$ cat config.mk
export PLATFORM = sky130hd
export DESIGN_NAME = eir_top
export DESIGN_NICKNAME = d
export VERILOG_FILES = /design/src/rtl/eir_top.v /design/src/rtl/eir_sel_mux.v /design/src/rtl/eir_chan_map.v
export VERILOG_INCLUDE_DIRS = /design/src /design/src/rtl
export SDC_FILE = /design/constraint.sdc
export NUM_CORES = 1
export LEC_CHECK = 0
export BUFFER_PORTS_ARGS = -buffer_cell sky130_fd_sc_hd__clkbuf_2
export CAP_MARGIN = 20
export CORE_MARGIN = 2
export CORE_UTILIZATION = 35
export CTS_CLUSTER_DIAMETER = 120
export DETAILED_ROUTE_END_ITERATION = 10
export HOLD_SLACK_MARGIN = 0.05
export PLACE_DENSITY_LB_ADDON = 0.15
export SYNTH_ARGS = -nofsm -noshare
export SYNTH_HDL_FRONTEND = slang
export SYNTH_SLANG_ARGS = --single-unit
export TNS_END_PERCENT = 10
$ cat constraint.sdc
create_clock -name clock -period 4.5 [get_ports clock]
set_clock_uncertainty 0.05 [all_clocks]
set_input_delay 0.675 -clock clock [delete_from_list [all_inputs] [get_ports clock]]
set_output_delay 0.675 -clock clock [all_outputs]
set_load 0.005 [all_outputs]
$ cat src/rtl/eir_map.vh
// Register map, field layout, reset values and selector codes
// Assumes a 32-bit byte address on the register bus
`ifndef EIR_MAP_VH
`define EIR_MAP_VH
`define EIR_ADDR_SEL_HIGH 32'h019c0000
`define EIR_ADDR_SEL_LOW 32'h019c0004
`define EIR_ADDR_STATUS 32'h019c0008
`define EIR_ADDR_MASK 32'h019c000c
`define EIR_ADDR_CAPT_LOW 32'h019c0010
`define EIR_ADDR_CAPT_HIGH 32'h019c0014
`define EIR_ADDR_ENA_LOW 32'h019c0018
`define EIR_ADDR_ENA_HIGH 32'h019c001c
`define EIR_ADDR_IRQ_STATE 32'h019c0020
`define EIR_SEL_HIGH_RST 32'h08202d43
`define EIR_SEL_LOW_RST 32'h250718a4
`define EIR_SEL_WMASK 32'h7fff7fff
`define EIR_SEL_W 5
`define EIR_FIELD0 0
`define EIR_FIELD3 16
`define EIR_FIELDS_PER_REG 6
`define EIR_NUM_MASKABLE 12
`define EIR_STAT_W 2
`define EIR_STAT_NEW 0
`define EIR_STAT_MISS 1
`define EIR_CODE_HOST 5'h00
`define EIR_CODE_CELL 5'h17
`define EIR_CODE_CONV 5'h1e
`define EIR_CODE_TURBO 5'h1f
`define EIR_RSV_LO 5'h18
`define EIR_RSV_HI 5'h1d
`endif

$ cat src/rtl/eir_top.v
// Event and interrupt routing: transfer channel events and CPU interrupt selector
// Assumes Avalon-MM master on the core clock; ext_int_pin is asynchronous
//
// Notes on behaviour
// - Channels 0-3: host, timers 0/1, wide refresh
// - Channels 4-11, 48-55 take gpio events
// - Channels 12-15, 17-18 take serial events
// - Channel 19 timer 2, 20 narrow refresh
// - Channels 28-31 take decoder rx/tx events
// - Channel 32 cell rx, 40 cell tx
// - Reserved and unattached channels trigger only on completion events
// - Absent peripherals' channel events masked; completion events still assert those channels
// - Completion events also synchronize every channel
// - Sixteen prioritized interrupts, zero is reset
// - Interrupts 0-3 fixed, not selectable
// - Interrupts 4-15 default to documented sources
// - Selector registers at 0x019c0000 and 0x019c0004
// - Events captured even while channel disabled
// - Six 5-bit fields per selector register
// - Selector code table for source lines
//
// Design decision made here: the Avalon-MM register port.
`default_nettype none
module eir_top #(
  parameter HAS_PCI = 1,
  parameter HAS_CELL = 1,
  parameter HAS_DECODERS = 1
) (
  input wire clock,
  input wire rst,
  input wire [31:0] address,
  input wire read,
  input wire write,
  input wire [3:0] byteenable,
  input wire [31:0] writedata,
  output wire [31:0] readdata,
  output wire waitrequest,
  input wire reset_event,
  input wire nmi_event,
  input wire host_event,
  input wire timer0_event,
  input wire timer1_event,
  input wire timer2_event,
  input wire wide_mem_refresh_event,
  input wire narrow_mem_refresh_event,
  input wire [15:0] gpio_event,
  input wire [3:0] ext_int_pin,
  input wire serial0_tx_event,
  input wire serial0_rx_event,
  input wire serial1_tx_event,
  input wire serial1_rx_event,
  input wire serial2_tx_event,
  input wire serial2_rx_event,
  input wire conv_decoder_rx_event,
  input wire conv_decoder_tx_event,
  input wire turbo_decoder_rx_event,
  input wire turbo_decoder_tx_event,
  input wire cell_rx_event,
  input wire cell_tx_event,
  input wire xfer_done_irq,
  input wire emu_dtdma_event,
  input wire emu_rx_event,
  input wire emu_tx_event,
  input wire cell_irq,
  input wire conv_decoder_irq,
  input wire turbo_decoder_irq,
  input wire [63:0] xfer_done_event,
  input wire [63:0] alt_xfer_done_event,
  output wire [63:0] chan_sync,
  output wire [63:0] chan_request,
  output wire [15:0] cpu_irq,
  output wire irq
);
`include "eir_map.vh"
  ////////////////////////////////////////////////////////////////////////
  // Declarations
  reg [31:0] sel_high_ff;
  reg [31:0] nxt_sel_high;
  reg [31:0] sel_low_ff;
  reg [31:0] nxt_sel_low;
  reg [1:0] status_ff;
  reg [1:0] nxt_status;
  reg [1:0] mask_ff;
  reg [1:0] nxt_mask;
  reg [63:0] capt_ff;
  reg [63:0] nxt_capt;
  reg [63:0] ena_ff;
  reg [63:0] nxt_ena;
  reg [63:0] chan_sync_ff;
  reg [63:0] chan_req_ff;
  reg [15:0] cpu_irq_ff;
  reg [15:0] nxt_cpu_irq;
  reg [31:0] readdata_ff;
  reg [31:0] nxt_readdata;
  reg ack_ff;
  reg irq_ff;
  reg [3:0] pin_meta_ff;
  reg [3:0] pin_sync_ff;
  reg [3:0] pin_prev_ff;
  reg [31:0] src_line_ff;
  reg [31:0] nxt_src_line;
  wire [31:0] bmask;
  wire [31:0] wr_val;
  wire req;
  wire wr_fire;
  wire rd_fire;
  wire [3:0] pin_edge;
  wire [15:0] gpio_all;
  wire [63:0] periph_evt;
  wire [63:0] comb_evt;
  wire [63:0] clr_capt;
  wire [11:0] mux_out;
  wire [63:0] new_hit;
  wire [63:0] miss_hit;
  wire [1:0] stat_set;
  wire [1:0] stat_clr;
  ////////////////////////////////////////////////////////////////////////
  // Avalon slave handshake
  assign req = read | write;
  assign waitrequest = req & ~ack_ff;
  assign wr_fire = write & ack_ff;
  assign rd_fire = read & ~ack_ff;
  assign bmask = {{8{byteenable[3]}}, {8{byteenable[2]}},
                  {8{byteenable[1]}}, {8{byteenable[0]}}};
  assign wr_val = writedata & bmask;
  assign readdata = readdata_ff;
  always @(posedge clock) begin
    if (rst) begin
      ack_ff <= 1'b0;
    end else begin
      ack_ff <= req & ~ack_ff;
    end
  end
  ////////////////////////////////////////////////////////////////////////
  // External pin synchronizer and edge detect
  always @(posedge clock) begin
    if (rst) begin
      pin_meta_ff <= 4'h0;
      pin_sync_ff <= 4'h0;
      pin_prev_ff <= 4'h0;
    end else begin
      pin_meta_ff <= ext_int_pin;
      pin_sync_ff <= pin_meta_ff;
      pin_prev_ff <= pin_sync_ff;
    end
  end
  assign pin_edge = pin_sync_ff & ~pin_prev_ff;
  assign gpio_all = {gpio_event[15:8], gpio_event[7:4] | pin_edge,
                     gpio_event[3:0]};
  ////////////////////////////////////////////////////////////////////////
  // Fixed channel event map
  eir_chan_map #(
    .HAS_PCI(HAS_PCI),
    .HAS_CELL(HAS_CELL),
    .HAS_DECODERS(HAS_DECODERS)
  ) u_map (
    .host_event(host_event),
    .timer0_event(timer0_event),
    .timer1_event(timer1_event),
    .timer2_event(timer2_event),
    .wide_mem_refresh_event(wide_mem_refresh_event),
    .narrow_mem_refresh_event(narrow_mem_refresh_event),
    .gpio_event(gpio_all),
    .serial0_tx_event(serial0_tx_event),
    .serial0_rx_event(serial0_rx_event),
    .serial1_tx_event(serial1_tx_event),
    .serial1_rx_event(serial1_rx_event),
    .serial2_tx_event(serial2_tx_event),
    .serial2_rx_event(serial2_rx_event),
    .conv_decoder_rx_event(conv_decoder_rx_event),
    .conv_decoder_tx_event(conv_decoder_tx_event),
    .turbo_decoder_rx_event(turbo_decoder_rx_event),
    .turbo_decoder_tx_event(turbo_decoder_tx_event),
    .cell_rx_event(cell_rx_event),
    .cell_tx_event(cell_tx_event),
    .periph_evt(periph_evt)
  );
  assign comb_evt = periph_evt | xfer_done_event | alt_xfer_done_event;
  ////////////////////////////////////////////////////////////////////////
  // Event capture, enables and channel requests
  assign clr_capt = (wr_fire && address == `EIR_ADDR_CAPT_LOW) ?
                    {32'h00000000, wr_val} :
                    (wr_fire && address == `EIR_ADDR_CAPT_HIGH) ?
                    {wr_val, 32'h00000000} : 64'h0;
  assign new_hit = chan_sync_ff & ~capt_ff & ena_ff;
  assign miss_hit = chan_sync_ff & capt_ff;
  always @* begin
    nxt_capt = (capt_ff & ~clr_capt) | chan_sync_ff;
    nxt_ena = ena_ff;
    if (wr_fire && address == `EIR_ADDR_ENA_LOW) begin
      nxt_ena[31:0] = (ena_ff[31:0] & ~bmask) | wr_val;
    end else if (wr_fire && address == `EIR_ADDR_ENA_HIGH) begin
      nxt_ena[63:32] = (ena_ff[63:32] & ~bmask) | wr_val;
    end
  end
  always @(posedge clock) begin
    if (rst) begin
      chan_sync_ff <= 64'h0;
      capt_ff <= 64'h0;
      ena_ff <= 64'h0;
      chan_req_ff <= 64'h0;
    end else begin
      chan_sync_ff <= comb_evt;
      capt_ff <= nxt_capt;
      ena_ff <= nxt_ena;
      chan_req_ff <= nxt_capt & nxt_ena;
    end
  end
  assign chan_sync = chan_sync_ff;
  assign chan_request = chan_req_ff;
  ////////////////////////////////////////////////////////////////////////
  // Selector registers
  always @* begin
    nxt_sel_high = sel_high_ff;
    nxt_sel_low = sel_low_ff;
    if (wr_fire && address == `EIR_ADDR_SEL_HIGH) begin
      nxt_sel_high = ((sel_high_ff & ~bmask) | wr_val) & `EIR_SEL_WMASK;
    end else if (wr_fire && address == `EIR_ADDR_SEL_LOW) begin
      nxt_sel_low = ((sel_low_ff & ~bmask) | wr_val) & `EIR_SEL_WMASK;
    end
  end
  always @(posedge clock) begin
    if (rst) begin
      sel_high_ff <= `EIR_SEL_HIGH_RST;
      sel_low_ff <= `EIR_SEL_LOW_RST;
    end else begin
      sel_high_ff <= nxt_sel_high;
      sel_low_ff <= nxt_sel_low;
    end
  end
  ////////////////////////////////////////////////////////////////////////
  // Interrupt source lines
  always @* begin
    nxt_src_line = 32'h00000000;
    nxt_src_line[0] = host_event & (HAS_PCI != 0);
    nxt_src_line[1] = timer0_event;
    nxt_src_line[2] = timer1_event;
    nxt_src_line[3] = wide_mem_refresh_event;
    nxt_src_line[7:4] = gpio_all[7:4];
    nxt_src_line[8] = xfer_done_irq;
    nxt_src_line[9] = emu_dtdma_event;
    nxt_src_line[10] = emu_rx_event;
    nxt_src_line[11] = emu_tx_event;
    nxt_src_line[12] = serial0_tx_event;
    nxt_src_line[13] = serial0_rx_event;
    nxt_src_line[14] = serial1_tx_event;
    nxt_src_line[15] = serial1_rx_event;
    nxt_src_line[16] = gpio_all[0];
    nxt_src_line[17] = serial2_tx_event;
    nxt_src_line[18] = serial2_rx_event;
    nxt_src_line[19] = timer2_event;
    nxt_src_line[20] = narrow_mem_refresh_event;
    nxt_src_line[`EIR_CODE_CELL] = cell_irq & (HAS_CELL != 0);
    nxt_src_line[`EIR_CODE_CONV] = conv_decoder_irq & (HAS_DECODERS != 0);
    nxt_src_line[`EIR_CODE_TURBO] = turbo_decoder_irq & (HAS_DECODERS != 0);
  end
  always @(posedge clock) begin
    if (rst) begin
      src_line_ff <= 32'h00000000;
    end else begin
      src_line_ff <= nxt_src_line;
    end
  end
  ////////////////////////////////////////////////////////////////////////
  // Maskable interrupt selectors
  genvar gi;
  generate
    for (gi = 0; gi < `EIR_NUM_MASKABLE; gi = gi + 1) begin : g_sel
      localparam integer FJ = gi % `EIR_FIELDS_PER_REG;
      localparam integer LSB = (FJ < 3) ? FJ * 5 : FJ * 5 + 1;
      wire [4:0] fsel;
      if (gi < `EIR_FIELDS_PER_REG) begin : g_low
        assign fsel = sel_low_ff[LSB +: `EIR_SEL_W];
      end else begin : g_high
        assign fsel = sel_high_ff[LSB +: `EIR_SEL_W];
      end
      eir_sel_mux u_mux (
        .sel(fsel),
        .lines(src_line_ff),
        .chosen(mux_out[gi])
      );
    end
  endgenerate
  always @* begin
    // bit 0 reset, bit 15 lowest
    // fixed sources for 0 to 3
    nxt_cpu_irq = {mux_out, 2'b00, nmi_event, reset_event};
  end
  always @(posedge clock) begin
    if (rst) begin
      cpu_irq_ff <= 16'h0000;
    end else begin
      cpu_irq_ff <= nxt_cpu_irq;
    end
  end
  assign cpu_irq = cpu_irq_ff;
  ////////////////////////////////////////////////////////////////////////
  // Block interrupt status and mask
  assign stat_set[`EIR_STAT_NEW] = |new_hit;
  assign stat_set[`EIR_STAT_MISS] = |miss_hit;
  assign stat_clr = (wr_fire && address == `EIR_ADDR_STATUS) ?
                    wr_val[1:0] : 2'b00;
  always @* begin
    nxt_status = (status_ff & ~stat_clr) | stat_set;
    nxt_mask = mask_ff;
    if (wr_fire && address == `EIR_ADDR_MASK) begin
      nxt_mask = (mask_ff & ~bmask[1:0]) | wr_val[1:0];
    end
  end
  always @(posedge clock) begin
    if (rst) begin
      status_ff <= 2'b00;
      mask_ff <= 2'b00;
      irq_ff <= 1'b0;
    end else begin
      status_ff <= nxt_status;
      mask_ff <= nxt_mask;
      irq_ff <= |(nxt_status & nxt_mask);
    end
  end
  assign irq = irq_ff;
  ////////////////////////////////////////////////////////////////////////
  // Read data
  always @* begin
    nxt_readdata = readdata_ff;
    if (rd_fire) begin
      if (address == `EIR_ADDR_SEL_HIGH) begin
        nxt_readdata = sel_high_ff;
      end else if (address == `EIR_ADDR_SEL_LOW) begin
        nxt_readdata = sel_low_ff;
      end else if (address == `EIR_ADDR_STATUS) begin
        nxt_readdata = {30'h00000000, status_ff};
      end else if (address == `EIR_ADDR_MASK) begin
        nxt_readdata = {30'h00000000, mask_ff};
      end else if (address == `EIR_ADDR_CAPT_LOW) begin
        nxt_readdata = capt_ff[31:0];
      end else if (address == `EIR_ADDR_CAPT_HIGH) begin
        nxt_readdata = capt_ff[63:32];
      end else if (address == `EIR_ADDR_ENA_LOW) begin
        nxt_readdata = ena_ff[31:0];
      end else if (address == `EIR_ADDR_ENA_HIGH) begin
        nxt_readdata = ena_ff[63:32];
      end else if (address == `EIR_ADDR_IRQ_STATE) begin
        nxt_readdata = {16'h0000, cpu_irq_ff};
      end else begin
        nxt_readdata = 32'h00000000;
      end
    end
  end
  always @(posedge clock) begin
    if (rst) begin
      readdata_ff <= 32'h00000000;
    end else begin
      readdata_ff <= nxt_readdata;
    end
  end
endmodule
`default_nettype wire

$ cat src/rtl/eir_sel_mux.v
// One 32-way interrupt source selector
// Assumes event lines are already registered in the core clock domain
`default_nettype none
module eir_sel_mux (
  input wire [4:0] sel,
  input wire [31:0] lines,
  output wire chosen
);
`include "eir_map.vh"
  wire rsv;
  assign rsv = (sel >= `EIR_RSV_LO) && (sel <= `EIR_RSV_HI);
  assign chosen = rsv ? 1'b0 : lines[sel];
endmodule
`default_nettype wire

$ cat src/rtl/eir_chan_map.v
// Fixed peripheral event to transfer channel association
// Assumes all event inputs are single-clock pulses in the core domain
`default_nettype none
module eir_chan_map #(
  parameter HAS_PCI = 1,
  parameter HAS_CELL = 1,
  parameter HAS_DECODERS = 1
) (
  input wire host_event,
  input wire timer0_event,
  input wire timer1_event,
  input wire timer2_event,
  input wire wide_mem_refresh_event,
  input wire narrow_mem_refresh_event,
  input wire [15:0] gpio_event,
  input wire serial0_tx_event,
  input wire serial0_rx_event,
  input wire serial1_tx_event,
  input wire serial1_rx_event,
  input wire serial2_tx_event,
  input wire serial2_rx_event,
  input wire conv_decoder_rx_event,
  input wire conv_decoder_tx_event,
  input wire turbo_decoder_rx_event,
  input wire turbo_decoder_tx_event,
  input wire cell_rx_event,
  input wire cell_tx_event,
  output wire [63:0] periph_evt
);
  wire pci_ok = (HAS_PCI != 0);
  wire cell_ok = (HAS_CELL != 0);
  wire dec_ok = (HAS_DECODERS != 0);
  assign periph_evt[0] = host_event & pci_ok;
  assign periph_evt[1] = timer0_event;
  assign periph_evt[2] = timer1_event;
  assign periph_evt[3] = wide_mem_refresh_event;
  assign periph_evt[7:4] = gpio_event[7:4];
  assign periph_evt[11:8] = gpio_event[3:0];
  assign periph_evt[55:48] = gpio_event[15:8];
  assign periph_evt[12] = serial0_tx_event;
  assign periph_evt[13] = serial0_rx_event;
  assign periph_evt[14] = serial1_tx_event;
  assign periph_evt[15] = serial1_rx_event;
  assign periph_evt[17] = serial2_tx_event;
  assign periph_evt[18] = serial2_rx_event;
  assign periph_evt[19] = timer2_event;
  assign periph_evt[20] = narrow_mem_refresh_event;
  assign periph_evt[28] = conv_decoder_rx_event & dec_ok;
  assign periph_evt[29] = conv_decoder_tx_event & dec_ok;
  assign periph_evt[30] = turbo_decoder_rx_event & dec_ok;
  assign periph_evt[31] = turbo_decoder_tx_event & dec_ok;
  assign periph_evt[32] = cell_rx_event & cell_ok;
  assign periph_evt[40] = cell_tx_event & cell_ok;
  assign periph_evt[16] = 1'b0;
  assign periph_evt[27:21] = 7'h00;
  assign periph_evt[39:33] = 7'h00;
  assign periph_evt[47:41] = 7'h00;
  assign periph_evt[63:56] = 8'h00;
endmodule
`default_nettype wire

After elaboration in Yosys (flattened, before gate mapping). Cells that the tools add are included.

Input bits: 247. Logic and storage cells: 187. Bits in registers: 414.

Muxes and demuxes: 40. Magnitude comparators: 36. Bitwise logic cells: 36. Equality and inequality tests: 9. Reduce and logical (&&, ||, !) cells: 36.

Operator list (count): $mux 32 (11); $and 64x64->64 (5); $eq 32x25->1 const B (9); $mux 64 (2); $not 64->64 (2); $or 64x64->64 (2); $reduce_or 64->1 (2); $and 32x32->32 (3); $lt 5x6->1 const B (12); $or 32x32->32 (2); $or 56x64->64 (1); $and 31x31->31 (2); $or 31x31->31 (2); $bmux 1 s5 (12); $ge 5x5->1 const B (12); $le 5x5->1 const B (12); $not 32->32 (1); $reduce_or 2->1 (13); $logic_and 1x1->1 (20); $mux 16 (1); $mux 1 (12); $and 2x2->2 (3); $and 4x4->4 (1); $mux 2 (2); other kinds (8) (13).

Longest topological paths before layout. Gate-level depths: netlist of the first run.

Depth after elaboration: 10. Depth in mapped cells: 10. Mapped depth without buffers: 6.

Cells and area by module. Synthesis of the first run repeated with hierarchy kept, for this count alone.

Cell total of the unflattened synthesis: 2036. Area total of the unflattened synthesis: 19302.3 µm².

Modules (own cells, without submodules): eir_top (sequential area each 8087.8 µm², times used 1, cells each 1719, area an instance 15590.0 µm²); eir_sel_mux (sequential area each 0.0 µm², times used 12, cells each 21, area an instance 269.0 µm²); eir_chan_map (sequential area each 0.0 µm², times used 1, cells each 65, area an instance 484.2 µm²).

Worst setup path after synthesis of the first run. OpenSTA, ideal clock, no wires.

Path kind: input port to flip-flop. From: input port address[28]. To: register (tool-made name). Stages on the path: 7. Library setup time: 120 ps. Path buffers: 1. Data arrival time: 2590 ps. Path slack: 1741 ps. Data required time: 4330 ps. Cells stage by stage: or4bb_1 nor4_4 nand4_2 nand2b_1 clkbuf_1 and2_0 a211o_1.

RTL lines: start: declaration (RTL line eir_top.v:31) `input wire [31:0] address,`.

==> results of run 1 <==
[cells by family (layout without fill, tap and decap cells)]
group,Yosys count,in the layout
AO/OA/AOI/OAI,412,412
buffers and inverters,162,561
flip-flops,404,404
multiplexers,173,173
other,1,5
AND/OR/NAND/NOR,908,908
[layer usage]
metal  vias up  GRT usage, %
met2       930          48.1
met4         2          11.3
li1       8156             -
met1      8838          39.1
met3       151          5.86
met5         -             0
[power groups by stage]
stage	combinational [mW]	sequential [mW]	clock [mW]
finish	0.684	3.95	3.95
detailed placement	0.675	4.02	0
global route	0.743	3.95	4.17
floorplan	0.369	3.86	0
CTS	0.679	3.94	4.02
global placement	0.667	4.02	0
[critical path: stages]
cell and delay [ns]:
clkbuf_2 0.10, or4_4 0.56, nor4_4 0.51, nand4_2 0.61
buf_4 0.39, nor2_1 0.10, buf_4 0.19, nor2b_1 0.06
a211o_1 0.26
[area by class of cell]
cell class              instances  share of cell area (%)
clock buffers                  58                    5.56
inverters                      19                   0.313
multi-input cells            1495                    42.6
repair buffers                463                    10.8
flip-flops and latches        404                    35.5
diodes                          3                  0.0330
clock inverters                21                    1.36
well taps                     688                    3.78
[worst min-delay path by stage]
stage,start,end,slack [ns]
after floorplan,pin_meta_ff[0],pin_sync_ff[0],0.36
after global placement,pin_meta_ff[0],pin_sync_ff[0],0.37
after detailed placement,pin_meta_ff[3],pin_sync_ff[3],0.38
after CTS,xfer_done_event[44],chan_sync[44],0.21
after global routing,xfer_done_event[45],chan_sync[45],0.23
final,xfer_done_event[44],chan_sync[44],0.23
[cells in the final DEF, fill, tap and decap left out, types with 5 or more instances in the layout]
master / count
o211ai_1: 18
or4_1: 7
nor2_2: 7
nor4_1: 21
nand3_1: 44
nand4_1: 13
o22ai_1: 34
a22o_1: 18
o21ai_1: 10
bufinv_16: 7
nor4_2: 7
clkinv_2: 10
a221oi_1: 26
a22oi_1: 20
a21o_1: 9
nand2_1: 231
nor2b_1: 50
nor3_1: 101
o21ai_0: 44
a21oi_1: 164
o31ai_1: 9
clkbuf_16: 45
dfxtp_1: 404
clkbuf_2: 421
nand2b_1: 5
buf_4: 39
mux4_2: 70
mux2i_1: 99
inv_1: 19
nor2_1: 330
or3_1: 19
a211o_1: 8
nor4_4: 12
o21a_1: 8
a211oi_1: 26
nand3b_1: 27
clkbuf_8: 9
[metrics by stage]
| stage | power (mW) | hold slack (ns) | instances | utilization [%] |
|---|---|---|---|---|
| 6_report | 8.58 | 0.232 | 3151 | 43.6 |
| 4_1_cts | 8.63 | 0.206 | 3148 | 43.6 |
| 5_1_grt | 8.86 | 0.225 | 3151 | 43.6 |
| 3_3_place_gp | 4.68 | 0.374 | 3069 | 40.5 |
| 2_1_floorplan | 4.23 | 0.364 | 2061 | - |
| 3_5_place_dp | 4.69 | 0.383 | 3069 | 40.5 |
==> flow_metrics.py, run 1 <==
metrics = {
    "placed_design": {
        "hpwl_um": 62800,
        "port_buffers": 422,
        "gp_congestion": 0.984,
        "pre_cts_ws_ns": 0.898,
        "placed_area_mm2": 0.0212,
    },
    "global_route": {
        "grt_pass1_vias": 17100,
        "grt_pass1_wl_um": 117000,
        "antenna_found_initial": 5,
        "globalRouteOverflowTotal": 0,
        "gr-usage-all-layers_pct": 29.7,
        "grt_max_degree": 126,
    },
    "floorplanning": {
        "initial_core_util_pct": 35.2,
        "io_pins": 425,
        "die_h_um": 233,
        "fp.coreArea_mm2": 0.0522,
        "dieArea_mm2": 0.0544,
        "die_w_um": 233,
        "num_rows": 84,
    },
    "synth": {
        "synth_area_mm2": 0.0184,
        "synthTopCellsByArea": "dfxtp_1 (44%), mux4_2 (8.6%), nor2_1 (6.7%)",
        "synth_top_family_by_area": "simple AND/OR/NAND/NOR gates",
        "synthArstFlopShare_pct": 0,
        "synth_compound_area_share_pct": 14.1,
        "synth_most_common_cell": "dfxtp_1",
        "synth_top_area_share_pct": 43.9,
        "ys_types": 66,
        "yosys_warnings": 0,
        "syn_inst": 2060,
        "synth_edf_count": 0,
        "synth_flop_cell": "dfxtp_1",
        "ys_seq_elements": 404,
        "ys_seq_area_share_pct": 43.9,
        "synthSimpleGateAreaFrac_pct": 24.4,
        "avgSynthCellArea_um2": 8.94,
        "ys_top_cells_by_count": "dfxtp_1 (404), nor2_1 (330), nand2_1 (231), a21oi_1 (164), clkbuf_1 (122)",
        "synth-adder-area-share_pct": 0,
        "synth_area_leader_cell": "dfxtp_1",
        "synthMuxAreaShare_pct": 14.2,
        "yosys.area_share.xor_xnor_pct": 0,
    },
    "layout": {
        "multi_input_area_mm2": 0.00971,
        "n_fill_cell": 5240,
        "ff_latch_area_mm2": 0.00809,
        "final_nets": 2675,
        "syn_to_final_growth_pct": 23.6,
        "post-route-cell-area_mm2": 0.0228,
        "layout-drive-gt1-share_pct": 26.6,
    },
    "power": {
        "p_leak_nw": 9.21,
        "clkPwrFrac_pct": 46.1,
        "p_int_mw": 6.38,
        "p_switching_mw": 2.20,
        "ir_worst_vdd_mv": 0.250,
        "switching_share_pct": 25.6,
        "seq_power_share_pct": 46.0,
        "combPwrFrac_pct": 8.0,
        "power.density_mw_per_mm2": 377,
    },
    "routing": {
        "firstDrtPassIters": 6,
        "wl_um": 82500,
        "wire_per_inst_um": 26.2,
        "viasPerCell": 5.74,
        "remaining_drc_errors": 0,
        "wl_met1_um": 34300,
        "wl_met2_um": 38000,
        "drt_iter0_drc": 1850,
        "top_layer": "met5",
        "met3_length_um": 7060,
        "dr_total_vias": 18100,
        "antenna_left": 0,
    },
    "timing": {
        "fmax_ghz": 0.328,
        "setup_tns_ns": 0,
        "setup-violations-final": 0,
        "tightest_slew_ns": 0.905,
        "rsz0062_at_grt": "false",
        "fin_ws_ns": 1.45,
        "finalCriticalPeriod_ns": 3.05,
        "maxSlewViolCount": 0,
        "finalCritPeriodShare_pct": 67.8,
        "finalHoldViolations": 0,
        "slew_headroom_pct": 39.7,
    },
    "clock_network": {
        "path_clk_slew_ns": 0.06,
        "clock_path_buffers": 3,
        "ctsHtreeMaxLevel": 2,
        "cts_setup_buffers": 0,
        "cts_resized": 0,
        "cts.sinks": 404,
        "cts_tree": "built",
        "clk-insertion-delay-late_ns": 0.60,
        "cts_root_buf": "clkbuf_16",
        "cts_hold_buf": 0,
        "cts_buffers": 45,
    },
    "setup_path": {
        "r2r_slack_ns": 1.85,
        "rr_startpoint": "chan_sync[47]",
        "setup.worst_path.start_class": "primary input",
        "critPathKind": "primary input to register",
        "startpoint": "address[12]",
        "cp_max_fo": 12,
        "rr_worst_depth": 6,
        "worstPathRequired_ns": 4.92,
        "r2r_end": "irq",
        "worstSetupEndpointType": "register",
        "worst-endpoint-arrival_ns": 3.47,
    },
    "min_path": {
        "hold_path_depth": 3,
        "hold_class": "primary input to register",
    },
    "outcome": {
        "status": "completed",
    },
    "job": {
        "cap_violations": 0,
    },
}
(Power assumes the default switching activity.)
==> run 2: changes to the inputs <==
- ABC_AREA: not set -> 1
- clock period: 4.5 -> 3.1 ns (I/O delays scaled with it)
==> run 2 against run 1 <==
  * Routed wire length increased by 2.4%
  * Final cell count increased by 31%
  * Via count increased by 19%
  * Largest cell class unchanged
  * Sequential cell count unchanged
  * Register-to-register slack got worse by 1.2 ns
  * Sequential power increased by 41%
  * Combinational power increased by 52%
==> flow_metrics.py, run 2 <==
metrics = {
    "setup_path": {
        "critPathMostFrequentCell": "nand2_1",
        "worstSetupEndpointType": "register",
        "endpoint": "chan_request[43]",
        "cp_slowest_stage_delay_ns": 0.40,
        "setup.worst_path.start_class": "register",
        "r2r_slack_ns": 0.66,
        "worst-endpoint-arrival_ns": 2.82,
        "cp_max_fo": 14,
        "crit_family": "simple AND/OR/NAND/NOR gates",
        "crit_buf_inv": 2,
        "r2r_end": "chan_request[43]",
        "critPathKind": "register to register",
        "cp_slowest_cell": "nand2_1",
        "path_depth": 7,
        "rr_worst_depth": 7,
        "path_cells": "nand2_1, buf_4, nor2_4, nand2_1, mux2_2, inv_1, nor3_1",
        "rr_startpoint": "ack_ff",
        "worstPathRequired_ns": 3.47,
        "startpoint": "ack_ff",
    },
    "synth": {
        "synth_edf_count": 0,
        "ys_top_cells_by_count": "nor2_1 (483), dfxtp_1 (404), inv_1 (388), a21oi_1 (353), nand2_1 (330)",
        "synth_flop_cell": "dfxtp_1",
        "synthTopCellsByArea": "dfxtp_1 (42%), nor2_1 (9.3%), a21oi_1 (9.1%)",
        "synth_most_common_cell": "nor2_1",
        "synth_area_mm2": 0.0194,
        "synthArstFlopShare_pct": 0,
        "ys_types": 50,
        "ys_seq_area_share_pct": 41.6,
        "syn_inst": 2840,
        "synth_area_leader_cell": "dfxtp_1",
        "avgSynthCellArea_um2": 6.84,
        "ys_seq_elements": 404,
        "yosys_warnings": 0,
        "synth_top_area_share_pct": 41.6,
    },
    "timing": {
        "finalCriticalPeriod_ns": 2.44,
        "finalHoldWorstSlack_ns": 0.0718,
        "tightest_slew_ns": 0.976,
        "maxSlewViolCount": 0,
        "finalHoldViolations": 0,
        "rsz0062_at_grt": "false",
        "finalCritPeriodShare_pct": 78.8,
        "setup-violations-final": 0,
        "fmax_ghz": 0.409,
        "slew_headroom_pct": 34.5,
        "setup_tns_ns": 0,
    },
    "global_route": {
        "grt_pass1_wl_um": 124000,
        "antenna_found_initial": 0,
        "grt_max_degree": 190,
        "gr-usage-all-layers_pct": 28.8,
        "globalRouteOverflowTotal": 0,
        "top_usage_layer": "met2",
        "met2_usage_pct": 44.6,
        "grt_pass1_vias": 20300,
        "use_met1_pct": 38.9,
        "met3_usage_pct": 5.60,
    },
    "clock_network": {
        "cts_hold_buf": 107,
        "cts_root_buf": "clkbuf_16",
        "clock_path_buffers": 3,
        "clk-insertion-delay-late_ns": 0.59,
        "cts.sinks": 404,
        "cts_setup_buffers": 0,
        "ctsHtreeMaxLevel": 2,
        "path_clk_slew_ns": 0.06,
        "cts_buffers": 47,
        "cts_tree": "built",
        "cts_resized": 0,
    },
    "layout": {
        "n_fill_cell": 5691,
        "syn_to_final_growth_pct": 29.9,
        "final_nets": 3583,
        "final_common_cell": "nor2_1",
        "most-common-layout-cells": "nor2_1 (482), clkbuf_2 (421), dfxtp_1 (404), inv_1 (388), a21oi_1 (353)",
        "diodes": 0,
        "post-route-cell-area_mm2": 0.0252,
        "layout-drive-gt1-share_pct": 19.2,
    },
    "routing": {
        "antenna_left": 0,
        "viasPerCell": 5.21,
        "remaining_drc_errors": 0,
        "firstDrtPassIters": 8,
        "wl_um": 84500,
        "dr_total_vias": 21500,
        "wire_per_inst_um": 20.5,
        "drt_iter0_drc": 2074,
    },
    "power": {
        "combPwrFrac_pct": 8.1,
        "clkPwrFrac_pct": 48.7,
        "ir_worst_vdd_mv": 0.409,
        "p_leak_nw": 11.0,
        "switching_share_pct": 24.5,
        "seq_power_share_pct": 43.2,
        "total_power_mw": 12.9,
        "p_int_mw": 9.72,
        "p_switching_mw": 3.16,
        "power.density_mw_per_mm2": 510,
    },
    "floorplanning": {
        "die_w_um": 240,
        "dieArea_mm2": 0.0574,
        "fp.coreArea_mm2": 0.0550,
        "io_pins": 425,
        "initial_core_util_pct": 35.3,
        "die_h_um": 240,
        "num_rows": 86,
    },
    "placed_design": {
        "gp_congestion": 0.937,
        "placed_area_mm2": 0.0224,
        "hpwl_um": 62900,
        "port_buffers": 422,
    },
    "outcome": {
        "status": "completed",
    },
    "job": {
        "cap_violations": 0,
    },
    "min_path": {
        "hold_class": "primary input to register",
    },
}
==> run 2: kinds of logic (layout without fill, tap and decap cells) <==
logic type	after synthesis	in the layout	share of synthesized area [%]
flip-flops	404	404	41.6
AO/OA/AOI/OAI	731	731	21.5
buffers and inverters	564	1096	11.1
multiplexers	2	2	0.116
other	1	2	0.0193
AND/OR/NAND/NOR	1138	1138	25.7
==> run 2: power groups by stage <==
stage	registers, mW	logic [mW]	clock network (mW)
after CTS	5.56	1.03	6.40
after floorplan	5.57	0.452	0
after global routing	5.58	1.13	6.60
final	5.56	1.04	6.27
after detailed placement	5.67	0.925	0
after global placement	5.67	0.918	0
==> run 2: worst reg2reg max path: stages, from the launching register on <==
cell,delay [ns]
dfxtp_1,0.36
nand2_1,0.33
buf_4,0.31
nor2_4,0.32
nand2_1,0.41
mux2_2,0.40
inv_1,0.07
nor3_1,0.05
==> run 2: cell type report <==
class	count	area [um^2]	area share (%)
multi-input combinational	1873	9200	36.5
timing repair buffer	588	3670	14.6
tap	748	936	3.71
clock inverter	23	373	1.48
sequential	404	8090	32.1
clock buffer	63	1380	5.46
inverter	422	1580	6.28
==> run 2: through the flow <==
step / worst slack [ns] / std cells / utilization [%]
global route: 0.492 / 4121 / 45.9
floorplan: 1.01 / 2841 / -
detailed placement: 0.162 / 3928 / 40.8
CTS: 0.643 / 4121 / 45.9
finish: 0.657 / 4121 / 45.9
global placement: 0.143 / 3928 / 40.8
==> run 2: how the worst min path moves through the flow <==
stage	start	to	slack [ns]	cells after the start
after floorplan	pin_meta_ff[0]	pin_sync_ff[0]	0.34	2
after global placement	pin_meta_ff[0]	pin_sync_ff[0]	0.34	2
after detailed placement	pin_meta_ff[0]	pin_sync_ff[0]	0.35	2
after CTS	xfer_done_event[43]	chan_sync[43]	0.05	3
after global routing	alt_xfer_done_event[27]	chan_sync[27]	0.07	3
final	timer0_event	src_line_ff[1]	0.07	3
==> run 2: routing by layer <==
| layer | routed length [um] | part of all wire [%] |
|---|---|---|
| met2 | 37200 | 44 |
| met1 | 37200 | 44 |
| met3 | 6440 | 7.6 |
| met5 | 0 | 0 |
| met4 | 3580 | 4.2 |
==> run 3: changes to the inputs <==
- clock period: 3.1 -> 2.4 ns (I/O delays scaled with it)
==> run 3 against run 2 <==
  * Clock power up 19%
  * Die area unchanged
  * Sequential power up 29%
  * Critical path type unchanged
  * Total power up 25%
  * Worst setup slack worse by 0.47 ns
  * Critical endpoint is now irq
  * First-iteration DRC count down 0.53%
  * Sequential share of layout area down 1.4 points
  * Critical path depth up 2
  * Utilization up 2.1 points
  * Largest power group unchanged
==> flow_metrics.py, run 3 (same netlist as run 2, synthesis figures left out) <==
metrics = {
    "outcome": {
        "status": "completed",
    },
    "clock_network": {
        "cts_hold_buf": 161,
        "clk-insertion-delay-late_ns": 0.59,
        "cts_setup_buffers": 0,
        "cts_buffers": 46,
        "cts.sinks": 404,
        "cts_tree": "built",
        "clock_path_buffers": 3,
        "cts_root_buf": "clkbuf_16",
        "cts_resized": 0,
        "ctsHtreeMaxLevel": 2,
        "path_clk_slew_ns": 0.06,
    },
    "setup_path": {
        "worst-endpoint-arrival_ns": 2.63,
        "path_depth": 9,
        "worstSetupEndpointType": "register",
        "setup.worst_path.start_class": "register",
        "critPathMostFrequentCell": "nand2_1",
        "crit_family": "simple AND/OR/NAND/NOR gates",
        "cp_slowest_stage_delay_ns": 0.41,
        "path_cells": "nor2_1, nor4_1, nand3_1, nor2_1, nand2_1, nor2_1, nand2_1, nand2_1, nand2_1",
        "cp_max_fo": 4,
        "critPathKind": "register to register",
        "crit_buf_inv": 0,
        "cp_slowest_cell": "dfxtp_1",
        "rr_worst_depth": 9,
        "worstPathRequired_ns": 2.82,
    },
    "routing": {
        "dr_total_vias": 22100,
        "viasPerCell": 5.19,
        "firstDrtPassIters": 6,
        "remaining_drc_errors": 0,
        "drt_iter0_drc": 2063,
        "antenna_left": 0,
        "wire_per_inst_um": 20.4,
        "wl_um": 87000,
    },
    "floorplanning": {
        "dieArea_mm2": 0.0574,
        "num_rows": 86,
        "initial_core_util_pct": 35.3,
        "io_pins": 425,
        "die_w_um": 240,
        "die_h_um": 240,
        "fp.coreArea_mm2": 0.0550,
    },
    "timing": {
        "finalCriticalPeriod_ns": 2.21,
        "fmax_ghz": 0.452,
        "maxSlewViolCount": 0,
        "finalHoldWorstSlack_ns": 0.0776,
        "setup-violations-final": 0,
        "finalHoldViolations": 0,
        "slew_headroom_pct": 44.5,
        "finalCritPeriodShare_pct": 92.3,
        "rsz0062_at_grt": "false",
        "tightest_slew_ns": 0.832,
    },
    "layout": {
        "final_nets": 3717,
        "most-common-layout-cells": "nor2_1 (482), clkbuf_2 (421), dfxtp_1 (404), inv_1 (388), a21oi_1 (353)",
        "post-route-cell-area_mm2": 0.0264,
        "final_common_cell": "nor2_1",
        "layout-drive-gt1-share_pct": 20.7,
        "diodes": 0,
        "syn_to_final_growth_pct": 35.8,
    },
    "power": {
        "p_switching_mw": 4.19,
        "seq_power_share_pct": 44.5,
        "clkPwrFrac_pct": 46.1,
        "switching_share_pct": 26.0,
        "combPwrFrac_pct": 9.4,
        "ir_worst_vdd_mv": 0.580,
        "p_leak_nw": 11.5,
        "power.density_mw_per_mm2": 610,
        "p_int_mw": 11.9,
    },
    "placed_design": {
        "hpwl_um": 64000,
        "placed_area_mm2": 0.0232,
        "port_buffers": 422,
        "gp_congestion": 0.928,
    },
    "global_route": {
        "globalRouteOverflowTotal": 0,
        "gr-usage-all-layers_pct": 29.8,
        "grt_pass1_vias": 21400,
        "antenna_found_initial": 1,
        "grt_max_degree": 137,
        "grt_pass1_wl_um": 129000,
    },
    "job": {
        "cap_violations": 0,
    },
    "min_path": {
        "hold_path_depth": 3,
        "hold_class": "primary input to register",
    },
}
## run 3: layout make-up
cell class | count | area, um^2
multi-input combinational | 1873 | 9190
sequential | 404 | 8090
fill | 5536 | 28600
inverter | 422 | 1580
tap | 748 | 936
clock buffer | 61 | 1300
clock inverter | 24 | 295
timing repair buffer | 723 | 5000
## run 3: layer usage
| metal | up-vias | global-route usage [%] | wire (um) | part of all wire, % |
|---|---|---|---|---|
| li1 | 10600 | - | - | - |
| met1 | 10300 | 40.5 | 38000 | 44 |
| met2 | 931 | 46.9 | 38800 | 45 |
| met3 | 179 | 4.26 | 6270 | 7.2 |
| met4 | 0 | 13.0 | 3860 | 4.4 |
| met5 | - | 0 | 0 | 0 |
## run 3: path summary, 6_finish.rpt
| path | slack, ns | endpoint | from |
|---|---|---|---|
| worst max-delay path | 0.19 | irq | capt_ff[11] |
| worst min-delay path | 0.08 | chan_sync[17] | xfer_done_event[17] |
| worst max register to register | 0.19 | irq | capt_ff[11] |
| worst min register to register | 0.36 | pin_sync_ff[0] | pin_meta_ff[0] |
## run 3: through the flow
step | instances | utilization (%) | setup TNS [ns] | power, mW | setup slack (ns)
after floorplan | 2841 | - | 0 | 7.78 | 0.414
after global placement | 4009 | 42.2 | 0 | 8.58 | 0.0329
after detailed placement | 4009 | 42.2 | -0.00736 | 8.59 | -0.00736
after CTS | 4255 | 48.0 | 0 | 16.2 | 0.237
after global routing | 4255 | 48.0 | 0 | 16.6 | 0.0494
final | 4255 | 48.0 | 0 | 16.1 | 0.186
## run 3: tightest hold or removal path, delay by kind of cell
family	cells	cell delay (ns)
AO/OA/AOI/OAI	1	0.11
buffers and inverters	1	0.08
AND/OR/NAND/NOR	1	0.11
## run 3: power by group through the flow
stage | registers, mW | logic [mW] | clock network, mW
3_3_place_gp | 7.30 | 1.28 | 0
5_1_grt | 7.18 | 1.64 | 7.82
2_1_floorplan | 7.19 | 0.584 | 0
6_report | 7.16 | 1.52 | 7.43
3_5_place_dp | 7.30 | 1.29 | 0
4_1_cts | 7.16 | 1.49 | 7.55
